==> config.mk <==
export PLATFORM = sky130hd
export DESIGN_NAME = prs_top
export DESIGN_NICKNAME = d
export VERILOG_FILES = /design/src/include/prs_pkg.sv /design/src/include/prs_seq_if.sv /design/src/rtl/prs_top.sv /design/src/rtl/prs_sync.sv /design/src/rtl/prs_seq.sv
export SDC_FILE = /design/constraint.sdc
export NUM_CORES = 1
export LEC_CHECK = 0
export BUFFER_PORTS_ARGS = -buffer_cell sky130_fd_sc_hd__buf_2
export CORE_MARGIN = 10
export CORE_UTILIZATION = 40
export CTS_CLUSTER_SIZE = 25
export DETAILED_ROUTE_END_ITERATION = 8
export PLACE_DENSITY = 0.7
export SLEW_MARGIN = 20
export SYNTH_ARGS = -nofsm -noshare
export SYNTH_HDL_FRONTEND = slang
export SYNTH_SLANG_ARGS = --single-unit
export TNS_END_PERCENT = 50
==> constraint.sdc <==
create_clock -name clk_sys -period 2.69 [get_ports clk_sys]
set_input_delay 0.4035 -clock clk_sys [delete_from_list [all_inputs] [get_ports clk_sys]]
set_output_delay 0.4035 -clock clk_sys [all_outputs]
set_load 0.02 [all_outputs]
==> src/include/prs_pkg.sv <==
`default_nettype none
package prs_pkg;
   // ****************************************
   // timing
   // ****************************************
   localparam int unsigned CLK_HZ = 20_000_000;
   localparam int unsigned LONG_PRESS_S = 4;
   localparam int unsigned LONG_PRESS_CYC = LONG_PRESS_S * CLK_HZ;
   localparam int unsigned RST_TIMEOUT_MS = 20;
   localparam int unsigned RST_TIMEOUT_CYC = RST_TIMEOUT_MS * (CLK_HZ / 1000);
   localparam int unsigned STAGE_US = 1000;
   localparam int unsigned STAGE_CYC = STAGE_US * (CLK_HZ / 1_000_000);

   // ****************************************
   // regulators and stages
   // ****************************************
   localparam int NREG = 13;
   // index 0 is regulator 1, index 12 is regulator 13
   localparam logic [NREG-1:0][1:0] UP_STAGE = {2'h0, 2'h3, 2'h3, 2'h3, 2'h3, 2'h2, 2'h3,
                                                2'h1, 2'h3, 2'h2, 2'h3, 2'h2, 2'h3};
   localparam logic [NREG-1:0][1:0] DOWN_STAGE = {2'h0, 2'h1, 2'h1, 2'h1, 2'h1, 2'h2, 2'h1,
                                                  2'h3, 2'h1, 2'h2, 2'h1, 2'h2, 2'h1};
   localparam logic [NREG-1:0] SLEEP_ON_MASK = 13'h1125;
   localparam logic [1:0] LAST_STAGE = 2'h3;
   localparam logic [1:0] FIRST_DOWN_STAGE = 2'h1;

   // ****************************************
   // register map
   // ****************************************
   localparam int AW = 8;
   localparam logic [AW-1:0] ADDR_FLAGS = 8'h00;
   localparam logic [AW-1:0] ADDR_IRQ_STATUS = 8'h04;
   localparam logic [AW-1:0] ADDR_IRQ_MASK = 8'h08;
   localparam logic [AW-1:0] ADDR_CTRL = 8'h0C;
   localparam logic [AW-1:0] ADDR_STATE = 8'h10;
   localparam int FLAG_SOFT_BIT = 0;
   localparam int FLAG_PCYC_BIT = 1;
   localparam int IRQ_PRESS_BIT = 2;
   localparam int NIRQ = 3;
   localparam int CTRL_WD_SOFT_BIT = 0;
   localparam int CTRL_SLEEP_BIT = 1;
   localparam int STATE_BTN_BIT = 16;
   localparam int STATE_RST_BIT = 17;
   localparam int STATE_MODE_LSB = 20;
   localparam logic [NIRQ-1:0] RST_IRQ_MASK = 3'h0;
   localparam logic [1:0] RST_CTRL = 2'h0;
   localparam logic [3:0] RST_PINS = 4'h3;

   // ****************************************
   // state encodings
   // ****************************************
   typedef enum logic [2:0] {
      PRS_OFF = 3'b000,
      PRS_BOOT = 3'b001,
      PRS_ON = 3'b010,
      PRS_PRESS = 3'b011,
      PRS_SRST = 3'b100,
      PRS_PC_DOWN = 3'b101,
      PRS_PC_UP = 3'b110,
      PRS_DOWN = 3'b111
   } prs_mode_e;

   typedef enum logic [1:0] {
      PRS_SQ_IDLE = 2'b00,
      PRS_SQ_UP = 2'b01,
      PRS_SQ_DOWN = 2'b10
   } prs_seq_e;
endpackage
`default_nettype wire

==> src/include/prs_seq_if.sv <==
`timescale 1ns/1ps
`default_nettype none
interface prs_seq_if;
   logic cmd_up;
   logic cmd_down;
   logic done;
   logic busy;
   logic [12:0] en;
   modport ctl (output cmd_up, output cmd_down, input done, input busy, input en);
   modport seq (input cmd_up, input cmd_down, output done, output busy, output en);
endinterface
`default_nettype wire

==> src/rtl/prs_top.sv <==
// The implementer's own choices: the register offsets and strobed register access.
`timescale 1ns/1ps
`default_nettype none
// Summary of operation
// low impedance press is a timed manual reset
// press under four seconds gives soft reset
// soft reset: reset low until release plus timeout
// soft reset flag set, cleared by reading
// press over four seconds gives power cycle
// power cycle turns regulators off then on
// power cycle flag set, cleared by reading
// button state pin low while button pressed
// host pulses watchdog soft reset enable later; the code only stores CTRL bit 0 and nothing acts on it
// power up in stages zero to three
// power down in stages one to three
// sleep keeps regulators 1,3,6,9,13 on
// host holds power before release, else shutdown
// startup holds host reset through timeout
// timeout and clock are parameters; the clock rate CLK_HZ is a localparam in prs_pkg, not a module parameter
module prs_top
   import prs_pkg::*;
#(
   parameter int unsigned LONG_PRESS_CYCLES = LONG_PRESS_CYC,
   parameter int unsigned RST_TIMEOUT_CYCLES = RST_TIMEOUT_CYC,
   parameter int unsigned STAGE_CYCLES = STAGE_CYC
) (
   input wire logic clk_sys,
   input wire logic rst_n,
   input wire logic button_in_n,
   input wire logic button_lowz_in_n,
   input wire logic power_hold_in,
   input wire logic power_enable_in,
   input wire logic [AW-1:0] reg_addr,
   input wire logic [31:0] reg_wdata,
   input wire logic reg_wr,
   input wire logic reg_rd,
   output logic [31:0] reg_rdata,
   output logic irq,
   output logic host_reset_out_n,
   output logic host_reset_oe,
   output logic button_state_out_n,
   output logic button_state_oe,
   output logic [NREG-1:0] reg_en
);
   // ****************************************
   // state
   // ****************************************
   typedef struct packed {
      prs_mode_e mode;
      logic [31:0] cnt;
      logic seq_ok;
      logic up_req;
      logic down_req;
      logic mr_prev;
      logic press_prev;
      logic soft_flag;
      logic pc_flag;
      logic [NIRQ-1:0] irq_stat;
      logic [NIRQ-1:0] irq_mask;
      logic [1:0] ctrl;
      logic [31:0] rdata;
      logic irq;
      logic rst_oe;
      logic btn_oe;
      logic [NREG-1:0] reg_en;
   } prs_top_s;

   prs_top_s q, d;
   logic [3:0] pins;
   logic pressed;
   logic mr;
   logic rd_flags;
   logic timeout;

   prs_seq_if sq ();

   // timing parameters checked
   if (LONG_PRESS_CYCLES < 2 || RST_TIMEOUT_CYCLES < 1) begin : g_chk
      $error("press and timeout lengths too short");
   end

   function automatic logic hit(input logic [AW-1:0] a, input logic [AW-1:0] off);
      return a == off;
   endfunction

   // ****************************************
   // pin inputs and sequencer
   // ****************************************
   prs_sync #(
      .W(4),
      .RST_VAL(RST_PINS)
   ) u_sync (
      .clk_sys(clk_sys),
      .rst_n(rst_n),
      .din({power_enable_in, power_hold_in, button_lowz_in_n, button_in_n}),
      .dout(pins)
   );

   prs_seq #(
      .STAGE_CYCLES(STAGE_CYCLES)
   ) u_seq (
      .clk_sys(clk_sys),
      .rst_n(rst_n),
      .sq(sq.seq)
   );

   assign sq.cmd_up = q.up_req;
   assign sq.cmd_down = q.down_req;

   // low impedance press detect
   assign mr = !pins[1];
   assign pressed = !pins[0] || !pins[1];
   assign rd_flags = reg_rd && hit(reg_addr, ADDR_FLAGS);
   assign timeout = (q.cnt == 32'(RST_TIMEOUT_CYCLES - 1));

   // ****************************************
   // next state
   // ****************************************
   always_comb begin
      logic soft_set;
      logic pc_set;
      logic [NIRQ-1:0] ev;
      logic sleep;
      soft_set = 1'b0;
      pc_set = 1'b0;
      ev = '0;
      sleep = 1'b0;
      d = q;
      d.up_req = 1'b0;
      d.down_req = 1'b0;
      d.mr_prev = mr;
      d.press_prev = pressed;
      if (sq.done) begin
         d.seq_ok = 1'b1;
      end
      case (q.mode)
         PRS_OFF: begin
            d.rst_oe = 1'b1;
            if (pressed) begin
               d.mode = PRS_BOOT;
               d.up_req = 1'b1;
               d.seq_ok = 1'b0;
               d.cnt = '0;
            end
         end
         PRS_BOOT: begin
            // no hold at release
            if (!pressed && !pins[2]) begin
               d.mode = PRS_DOWN;
               d.down_req = 1'b1;
               d.seq_ok = 1'b0;
            end else if (q.seq_ok) begin
               // startup reset timeout
               if (timeout) begin
                  d.rst_oe = 1'b0;
                  d.mode = PRS_ON;
               end else begin
                  d.cnt = q.cnt + 32'h1;
               end
            end
         end
         PRS_ON: begin
            if (!pressed && !pins[2]) begin
               d.mode = PRS_DOWN;
               d.down_req = 1'b1;
               d.rst_oe = 1'b1;
               d.seq_ok = 1'b0;
            end else if (mr && !q.mr_prev) begin
               // reset asserted at once
               d.rst_oe = 1'b1;
               d.mode = PRS_PRESS;
               d.cnt = '0;
            end
         end
         PRS_PRESS: begin
            if (q.cnt == 32'(LONG_PRESS_CYCLES - 1)) begin
               // long press power cycle
               d.mode = PRS_PC_DOWN;
               d.down_req = 1'b1;
               d.seq_ok = 1'b0;
            end else if (!pressed) begin
               // short press soft reset
               d.mode = PRS_SRST;
               d.cnt = '0;
            end else begin
               d.cnt = q.cnt + 32'h1;
            end
         end
         PRS_SRST: begin
            if (pressed) begin
               d.cnt = '0;
            end else if (timeout) begin
               // release after timeout
               d.rst_oe = 1'b0;
               d.mode = PRS_ON;
               soft_set = 1'b1;
            end else begin
               d.cnt = q.cnt + 32'h1;
            end
         end
         PRS_PC_DOWN: begin
            // off then back on
            if (q.seq_ok) begin
               d.mode = PRS_PC_UP;
               d.up_req = 1'b1;
               d.seq_ok = 1'b0;
               d.cnt = '0;
            end
         end
         PRS_PC_UP: begin
            if (q.seq_ok) begin
               if (timeout) begin
                  d.rst_oe = 1'b0;
                  d.mode = PRS_ON;
                  pc_set = 1'b1;
               end else begin
                  d.cnt = q.cnt + 32'h1;
               end
            end
         end
         PRS_DOWN: begin
            // a late done of a cut power up must not end the shutdown
            if (q.seq_ok && !sq.busy) begin
               d.mode = PRS_OFF;
            end
         end
         default: begin
            d.mode = PRS_OFF;
         end
      endcase

      // soft flag read clear
      d.soft_flag = soft_set || (q.soft_flag && !rd_flags);
      // cycle flag read clear
      d.pc_flag = pc_set || (q.pc_flag && !rd_flags);

      ev[FLAG_SOFT_BIT] = soft_set;
      ev[FLAG_PCYC_BIT] = pc_set;
      ev[IRQ_PRESS_BIT] = pressed && !q.press_prev;
      d.irq_stat = ev | q.irq_stat;
      if (reg_wr && hit(reg_addr, ADDR_IRQ_STATUS)) begin
         d.irq_stat = ev | (q.irq_stat & ~reg_wdata[NIRQ-1:0]);
      end
      if (reg_wr && hit(reg_addr, ADDR_IRQ_MASK)) begin
         d.irq_mask = reg_wdata[NIRQ-1:0];
      end
      if (reg_wr && hit(reg_addr, ADDR_CTRL)) begin
         d.ctrl = reg_wdata[1:0];
      end
      d.irq = |(q.irq_stat & q.irq_mask);

      d.rdata = '0;
      if (reg_rd) begin
         case (reg_addr)
            ADDR_FLAGS: begin
               d.rdata[FLAG_SOFT_BIT] = q.soft_flag;
               d.rdata[FLAG_PCYC_BIT] = q.pc_flag;
            end
            ADDR_IRQ_STATUS: begin
               d.rdata[NIRQ-1:0] = q.irq_stat;
            end
            ADDR_IRQ_MASK: begin
               d.rdata[NIRQ-1:0] = q.irq_mask;
            end
            ADDR_CTRL: begin
               d.rdata[1:0] = q.ctrl;
            end
            ADDR_STATE: begin
               d.rdata[NREG-1:0] = q.reg_en;
               d.rdata[STATE_BTN_BIT] = pressed;
               d.rdata[STATE_RST_BIT] = q.rst_oe;
               d.rdata[STATE_MODE_LSB +: 3] = q.mode;
            end
            default: begin
               d.rdata = '0;
            end
         endcase
      end

      // button state mirror
      d.btn_oe = pressed;
      // sleep regulator mask
      sleep = (q.mode == PRS_ON) && (q.ctrl[CTRL_SLEEP_BIT] || !pins[3]);
      d.reg_en = sleep ? (sq.en & SLEEP_ON_MASK) : sq.en;
   end

   always_ff @(posedge clk_sys or negedge rst_n) begin
      if (!rst_n) begin
         q <= '{mode: PRS_OFF, cnt: 32'h0, seq_ok: 1'b0, up_req: 1'b0, down_req: 1'b0,
                mr_prev: 1'b0, press_prev: 1'b0, soft_flag: 1'b0, pc_flag: 1'b0,
                irq_stat: '0, irq_mask: RST_IRQ_MASK, ctrl: RST_CTRL, rdata: 32'h0,
                irq: 1'b0, rst_oe: 1'b1, btn_oe: 1'b0, reg_en: '0};
      end else begin
         q <= d;
      end
   end

   // ****************************************
   // outputs
   // ****************************************
   assign reg_rdata = q.rdata;
   assign irq = q.irq;
   assign host_reset_out_n = 1'b0;
   assign host_reset_oe = q.rst_oe;
   assign button_state_out_n = 1'b0;
   assign button_state_oe = q.btn_oe;
   assign reg_en = q.reg_en;
endmodule
`default_nettype wire

==> src/rtl/prs_sync.sv <==
`timescale 1ns/1ps
`default_nettype none
module prs_sync
   import prs_pkg::*;
#(
   parameter int W = 4,
   parameter logic [W-1:0] RST_VAL = '0
) (
   input wire logic clk_sys,
   input wire logic rst_n,
   input wire logic [W-1:0] din,
   output logic [W-1:0] dout
);
   typedef struct packed {
      logic [W-1:0] s1;
      logic [W-1:0] s2;
      logic [W-1:0] s3;
      logic [W-1:0] o;
   } prs_sync_s;

   prs_sync_s q, d;

   // a bit moves only once the second and third stage agree
   always_comb begin
      d = q;
      d.s1 = din;
      d.s2 = q.s1;
      d.s3 = q.s2;
      d.o = (~(q.s2 ^ q.s3) & q.s3) | ((q.s2 ^ q.s3) & q.o);
   end

   always_ff @(posedge clk_sys or negedge rst_n) begin
      if (!rst_n) begin
         q <= {RST_VAL, RST_VAL, RST_VAL, RST_VAL};
      end else begin
         q <= d;
      end
   end

   assign dout = q.o;
endmodule
`default_nettype wire

==> src/rtl/prs_seq.sv <==
`timescale 1ns/1ps
`default_nettype none
module prs_seq
   import prs_pkg::*;
#(
   parameter int unsigned STAGE_CYCLES = STAGE_CYC
) (
   input wire logic clk_sys,
   input wire logic rst_n,
   prs_seq_if.seq sq
);
   typedef struct packed {
      prs_seq_e mode;
      logic [1:0] stage;
      logic [31:0] cnt;
      logic [NREG-1:0] en;
      logic done;
   } prs_seq_s;

   prs_seq_s q, d;

   if (STAGE_CYCLES < 1) begin : g_chk
      $error("stage length must be at least one cycle");
   end

   function automatic logic [NREG-1:0] stage_sel(input logic [NREG-1:0][1:0] tbl, input logic [1:0] s);
      logic [NREG-1:0] m;
      m = '0;
      for (int i = 0; i < NREG; i++) begin
         m[i] = (tbl[i] == s);
      end
      return m;
   endfunction

   always_comb begin
      d = q;
      d.done = 1'b0;
      case (q.mode)
         PRS_SQ_IDLE: begin
            if (sq.cmd_up) begin
               d.mode = PRS_SQ_UP;
               d.stage = 2'h0;
               d.cnt = '0;
            end else if (sq.cmd_down) begin
               d.mode = PRS_SQ_DOWN;
               d.stage = FIRST_DOWN_STAGE;
               d.cnt = '0;
            end
         end
         PRS_SQ_UP, PRS_SQ_DOWN: begin
            if (q.cnt == 32'h0) begin
               // stage wise enable
               if (q.mode == PRS_SQ_UP) begin
                  d.en = q.en | stage_sel(UP_STAGE, q.stage);
               end else begin
                  // stage wise disable
                  d.en = q.en & ~stage_sel(DOWN_STAGE, q.stage);
               end
            end
            if (q.cnt == 32'(STAGE_CYCLES - 1)) begin
               d.cnt = '0;
               if (q.stage == LAST_STAGE) begin
                  d.mode = PRS_SQ_IDLE;
                  d.done = 1'b1;
               end else begin
                  d.stage = q.stage + 2'h1;
               end
            end else begin
               d.cnt = q.cnt + 32'h1;
            end
         end
         default: begin
            d.mode = PRS_SQ_IDLE;
         end
      endcase
      // a shutdown request cuts short a power up still in flight
      if (sq.cmd_down && q.mode == PRS_SQ_UP) begin
         d.mode = PRS_SQ_DOWN;
         d.stage = FIRST_DOWN_STAGE;
         d.cnt = '0;
      end
   end

   always_ff @(posedge clk_sys or negedge rst_n) begin
      if (!rst_n) begin
         q <= '{mode: PRS_SQ_IDLE, stage: 2'h0, cnt: 32'h0, en: '0, done: 1'b0};
      end else begin
         q <= d;
      end
   end

   assign sq.en = q.en;
   assign sq.done = q.done;
   assign sq.busy = (q.mode != PRS_SQ_IDLE);
endmodule
`default_nettype wire

==> out/metrics.cfg, run 1 <==
[synthesis]
ys_async_sr_fraction_pct = 100
syn_inst = 768
ys_dominant_reg_cell = dfrtp_1
yosysUniqueCellTypes = 69
ys_warn_count = 0
avgSynthCellArea_um2 = 9.59
syn_area_um2 = 7360
synth_edf_count = 0
ys_seq_area_share_pct = 49.1
ys_ff_latch = 144

[power_and_ir_drop]
power_leakage_nw = 3.78
vdd_drop_max_mv = 0.397
power_mw = 6.80
p_per_area_nw_per_um2 = 818

[sta]
finalSetupTns_ns = 0
finalSetupViolations = 0
worst_slew_margin_rel_pct = 52.9
slew_viol_final = 0
tightest_slew_ns = 0.700
rsz0062_at_grt = no
fin_skew_ns = 0.0119
clock.fmax_mhz = 407
hold_violations = 13
timing.hold.ws_ns = -0.0196
period_share_pct = 91.3
layout_setup_ws_ns = 0.235
period_minus_slack_ns = 2.46

[placement]
hpwlAfterDp_mm = 10.7
place_area_um2 = 7700
gp_congestion = 0.857
dp_cells = 1009
dp_slack_ns = 0.255
portBuffers = 52

[routing]
wl_per_cell_um = 14.9
ant_nets = 0
via_count = 5710
dr.pass1.iters = 5
drt_iter0_markers = 484
routed_wl_mm = 15.5
routed_via_density = 5.49
drt_drc_violations_left = 0

[cts]
cts_max_level = 4
cts-root-buf = clkbuf_16
post-cts-setup-buffers = 0
cts_tree = yes
cts_buffer_depth = 2
cts.sinks = 144
cts_made_buffers = 17
cts_resized = 0
clock_latency_ns = 0.43
holdBufCountCts = 0
cts.clk_slew.worst_paths_ns = 0.07

[die]
dieArea_um2 = 24200
core_area_um2 = 18000
die_h_um = 156
boundaryPins = 98
start_util_pct = 40.9
die_width_um = 156
num_rows = 49

[setup_path]
cp-start-kind = flip-flop
worstPathRequired_ns = 2.99
crit_path_top_delay_cell = or4_4
critPathKind = reg2reg
crit_fanout = 25
slowest_delay_ns = 0.64
ff2ff_path_depth = 7
cp-end-kind = flip-flop
crit_chain = nor4_1, nand4_1, or4_4, o21ai_4, nand2b_1, buf_12, o41ai_1
worstPathArrival_ns = 2.75

[final_layout]
final_cells = 1041
drive_gt1_share_pct = 17.2
n_antenna_cell = 0
areaGrowthSynthToFinish_pct = 12.9
design_area_um2 = 8310
final_util_pct = 46.1
final_cell_mix = dfrtp_1 (135), nor2_1 (83), o21ai_0 (59)
layout_commonest_cell = dfrtp_1
n_fill_cell = 1664
nets = 857

[global_routing]
first_global_vias = 5356
grt_usage_pct = 13.0
grt_pass1_wl_mm = 26.4
grt_antenna_before_repair = 0
overflow = 0
grt_max_degree = 73

[flow_run]
cap_violations = 0

[status]
status = complete, but fails checks
violations = hold timing

[worst_hold_path]
hold_class = in2async

## sequential cells by signal, summed over array words and instances (netlist names), 4 cells and up, named ones only
name and cells:
q 47, reg_en 11, reg_rdata 17, u_seq.q 36
u_seq.sq.en 9, u_sync.d 8, u_sync.q 4
## report_power, final
part | switching [mW] | internal, mW
Sequential | 0.184 | 2.38
Clock | 1.09 | 1.27
Combinational | 1.20 | 0.679
Total | 2.48 | 4.33
## layer usage
| metal | wire length [um] | track usage (%) |
|---|---|---|
| met1 | 7350 | 17.4 |
| met2 | 6880 | 19.2 |
| met3 | 1120 | 4.44 |
| met4 | 189 | 4.50 |
| met5 | 0 | 0 |
## critical path, delay by kind of cell, from the launching register on
kind	cells	cell delay (ns)
buffers and inverters	1	0.18
and+or+nand+nor	4	1.38
DFF	1	0.45
AOI/OAI and AO/OA	2	0.31
## worst paths after layout
path / startpoint / endpoint / slack [ns]
worst max-delay path: q[79]$_DFFE_PN0P_ / q[91]$_DFFE_PN0P_ / 0.23
worst min-delay path: rst_n / q[92]$_DFFE_PN0P_ / -0.02
worst max register to register: q[79]$_DFFE_PN0P_ / q[91]$_DFFE_PN0P_ / 0.23
worst min register to register: u_sync.d[10]$_DFF_PN0_ / u_sync.d[6]$_DFF_PN0_ / 0.35
max in group asynchronous: rst_n / u_sync.d[4]$_DFF_PN1_ / 1.96
min in group clk_sys: button_in_n / u_sync.d[8]$_DFF_PN1_ / 0.07
## cell families after synthesis
group | synth area share, %
AO/OA/AOI/OAI | 14.3
XOR/XNOR | 2.85
adder cells (fa/ha/maj) | 2.24
buffers and inverters | 8.15
flip-flops | 49.1
multiplexers | 1.51
other | 0.0509
AND/OR/NAND/NOR | 21.8
## layout make-up
class,instances,area (um2),area share [%]
inverter,23,86.3,1.04
clock inverter,15,190,2.29
multi-input combinational,534,3220,38.7
tap,229,287,3.45
sequential,144,3610,43.5
clock buffer,17,425,5.12
timing repair buffer,79,494,5.94
## synthesized netlist by cell type, types with 6 or more instances
master      n  area (um2)
nand3_1    35         175
and4_1      7        61.3
clkbuf_1   23        86.3
dfrtp_1   135        3380
nand4_1    20         125
ha_1       10         125
nor4_1      9        56.3
nor3_1     12        60.1
buf_4      48         360
a21oi_1    21         105
nand2_1    56         210
inv_1      21        78.8
buf_2       9        45.0
a31oi_1    12        75.1
o21ai_0    59         295
o31ai_1    19         143
o41ai_1    10        87.6
nor2_1     83         312
dfstp_2     9         236
and3_1     28         175
nor2b_1    10        62.6
xnor2_1     7        61.3
xor2_1     17         149
nor4b_1     6        52.6
and2_1     11        68.8
Power figures use the tool's default switching activity.
==> run 2, diff against run 1 <==
--- a/config.mk
+++ b/config.mk
@@ -10,7 +10,9 @@
 export CORE_UTILIZATION = 40
 export CTS_CLUSTER_SIZE = 25
 export DETAILED_ROUTE_END_ITERATION = 8
+export GPL_TIMING_DRIVEN = 0
 export PLACE_DENSITY = 0.7
+export SETUP_SLACK_MARGIN = 0.3
 export SLEW_MARGIN = 20
 export SYNTH_ARGS = -nofsm -noshare
 export SYNTH_HDL_FRONTEND = slang
==> run 2 against run 1 <==
Compared with the run above:
- sequential cell count stayed put
- critical path type unchanged
- combinational power is 40% higher
- total power rose by 8.8%
- die area did not move
- critical endpoint is now q[79]$_DFFE_PN0P_
- non-clock buffer count grew 84
- clock power is 5% lower
- clock-buffer cell count increased by 2
- highest routed layer unchanged
- design area increased by 11%
- the run now ends clean
- critical path depth increased by 3
- fmax down 5.5%
- via count rose by 7.6%
==> out/metrics.cfg, run 2 (same netlist as run 1, synthesis figures left out) <==
[cts]
cts.sinks = 144
cts_tree = yes
clock_latency_ns = 0.42
cts_max_level = 4
cts_buffer_depth = 2
cts_made_buffers = 17
cts.clk_slew.worst_paths_ns = 0.07
cts-root-buf = clkbuf_16

[status]
status = finished, final reports clean

[setup_path]
critPathKind = reg2reg
cp-start-kind = flip-flop
worstPathRequired_ns = 2.97
cp-end-kind = flip-flop
worstPathArrival_ns = 2.88
crit_fanout = 6

[die]
die_h_um = 156
boundaryPins = 98
start_util_pct = 40.9
dieArea_um2 = 24200
core_area_um2 = 18000
die_width_um = 156
num_rows = 49

[routing]
ant_nets = 0
wl_per_cell_um = 15.5
drt_iter0_markers = 578
via_count = 6144
routed_via_density = 5.46
drt_drc_violations_left = 0
routed_wl_mm = 17.5
dr.pass1.iters = 5

[placement]
place_area_um2 = 8000
hpwlAfterDp_mm = 11.3
dp_slack_ns = -0.118
gp_congestion = 0.873
portBuffers = 50

[final_layout]
design_area_um2 = 9240
largest_reg_flops = 47
n_antenna_cell = 0
nets = 941
areaGrowthSynthToFinish_pct = 25.4
drive_gt1_share_pct = 28.0
layout_commonest_cell = dfrtp_1
top_register = q
final_cell_mix = dfrtp_1 (133), nor2_1 (82), buf_4 (69)

[flow_run]
cap_violations = 0

[sta]
slew_viol_final = 0
rsz0062_at_grt = yes
tightest_slew_ns = 0.771
clock.fmax_mhz = 385
fin_skew_ns = 0.0139
layout_setup_ws_ns = 0.0921
period_share_pct = 96.6
worst_slew_margin_rel_pct = 48.2
timing.hold.ws_ns = 0.0842
hold_violations = 0
finalSetupTns_ns = 0
period_minus_slack_ns = 2.60
finalSetupViolations = 0

[global_routing]
overflow = 0
grt_max_degree = 83
first_global_vias = 5870
grt_pass1_wl_mm = 29.0
grt_antenna_before_repair = 0
grt_usage_pct = 14.3

[power_and_ir_drop]
vdd_drop_max_mv = 0.499
p_per_area_nw_per_um2 = 801
power_leakage_nw = 4.28

[worst_hold_path]
hold_class = in2reg

[run 2: per-stage QoR]
stage               utilization (%)  cells  power, mW
finish                         51.2   1125       7.40
global route                   51.2   1125       7.83
CTS                            50.0   1114       7.27
detailed placement             44.4   1063       4.60
global placement               44.1   1062       4.57
floorplan                         -    783       4.03
[run 2: worst max-delay path, cell delays in order (launching register included)]
cell and delay, ns:
dfrtp_1 0.37, buf_6 0.12, nand4b_1 0.15, or4b_1 0.49, or4_4 0.47, o21ai_4 0.25
nand2b_4 0.18, buf_8 0.14, buf_4 0.11, buf_6 0.09, o41ai_1 0.08
[run 2: power breakdown]
group | internal (mW) | total, mW | switching, mW
registers | 2.39 | 2.53 | 0.143
clock network | 1.24 | 2.24 | 0.998
logic | 1.12 | 2.64 | 1.51
[run 2: path summary, 6_finish.rpt]
path	from	to	slack [ns]	cells past startpoint
min reg2reg	u_sync.d[10]$_DFF_PN0_	u_sync.d[6]$_DFF_PN0_	0.35	0
max	q[74]$_DFFE_PN0P_	q[79]$_DFFE_PN0P_	0.09	10
max in group asynchronous	rst_n	host_reset_oe$_DFFE_PN1P_	1.40	3
min in group asynchronous	rst_n	q[84]$_DFFE_PN0P_	0.51	2
max reg2reg	q[74]$_DFFE_PN0P_	q[79]$_DFFE_PN0P_	0.09	10
min	power_enable_in	u_sync.d[11]$_DFF_PN0_	0.08	1
[run 2: per-layer routing]
| layer | GRT usage [%] | wire length, um |
|---|---|---|
| met1 | 18.9 | 7980 |
| met2 | 21.9 | 8130 |
| met3 | 3.72 | 1170 |
| met4 | 5.48 | 214 |
| met5 | 0 | 0 |
[run 2: layout make-up]
cell class,instances,area [um2]
well taps,229,287
flip-flops and latches,144,3620
multi-input cells,534,3500
plain buffers,82,578
repair buffers,81,607
clock inverters,13,119
inverters,23,86.3
clock buffers,19,443
fillers,1578,8790
[run 2: timing repair]
action | in CTS | in global routing
setup buffers | 15 | 11
pin swaps | 20 | 12
hold buffers | 1 | 0
endpoints found under the setup margin | 68 | 74
gates resized for setup | 57 | 48
hold endpoints to repair | 54 | 0
cloned | 3 | 0
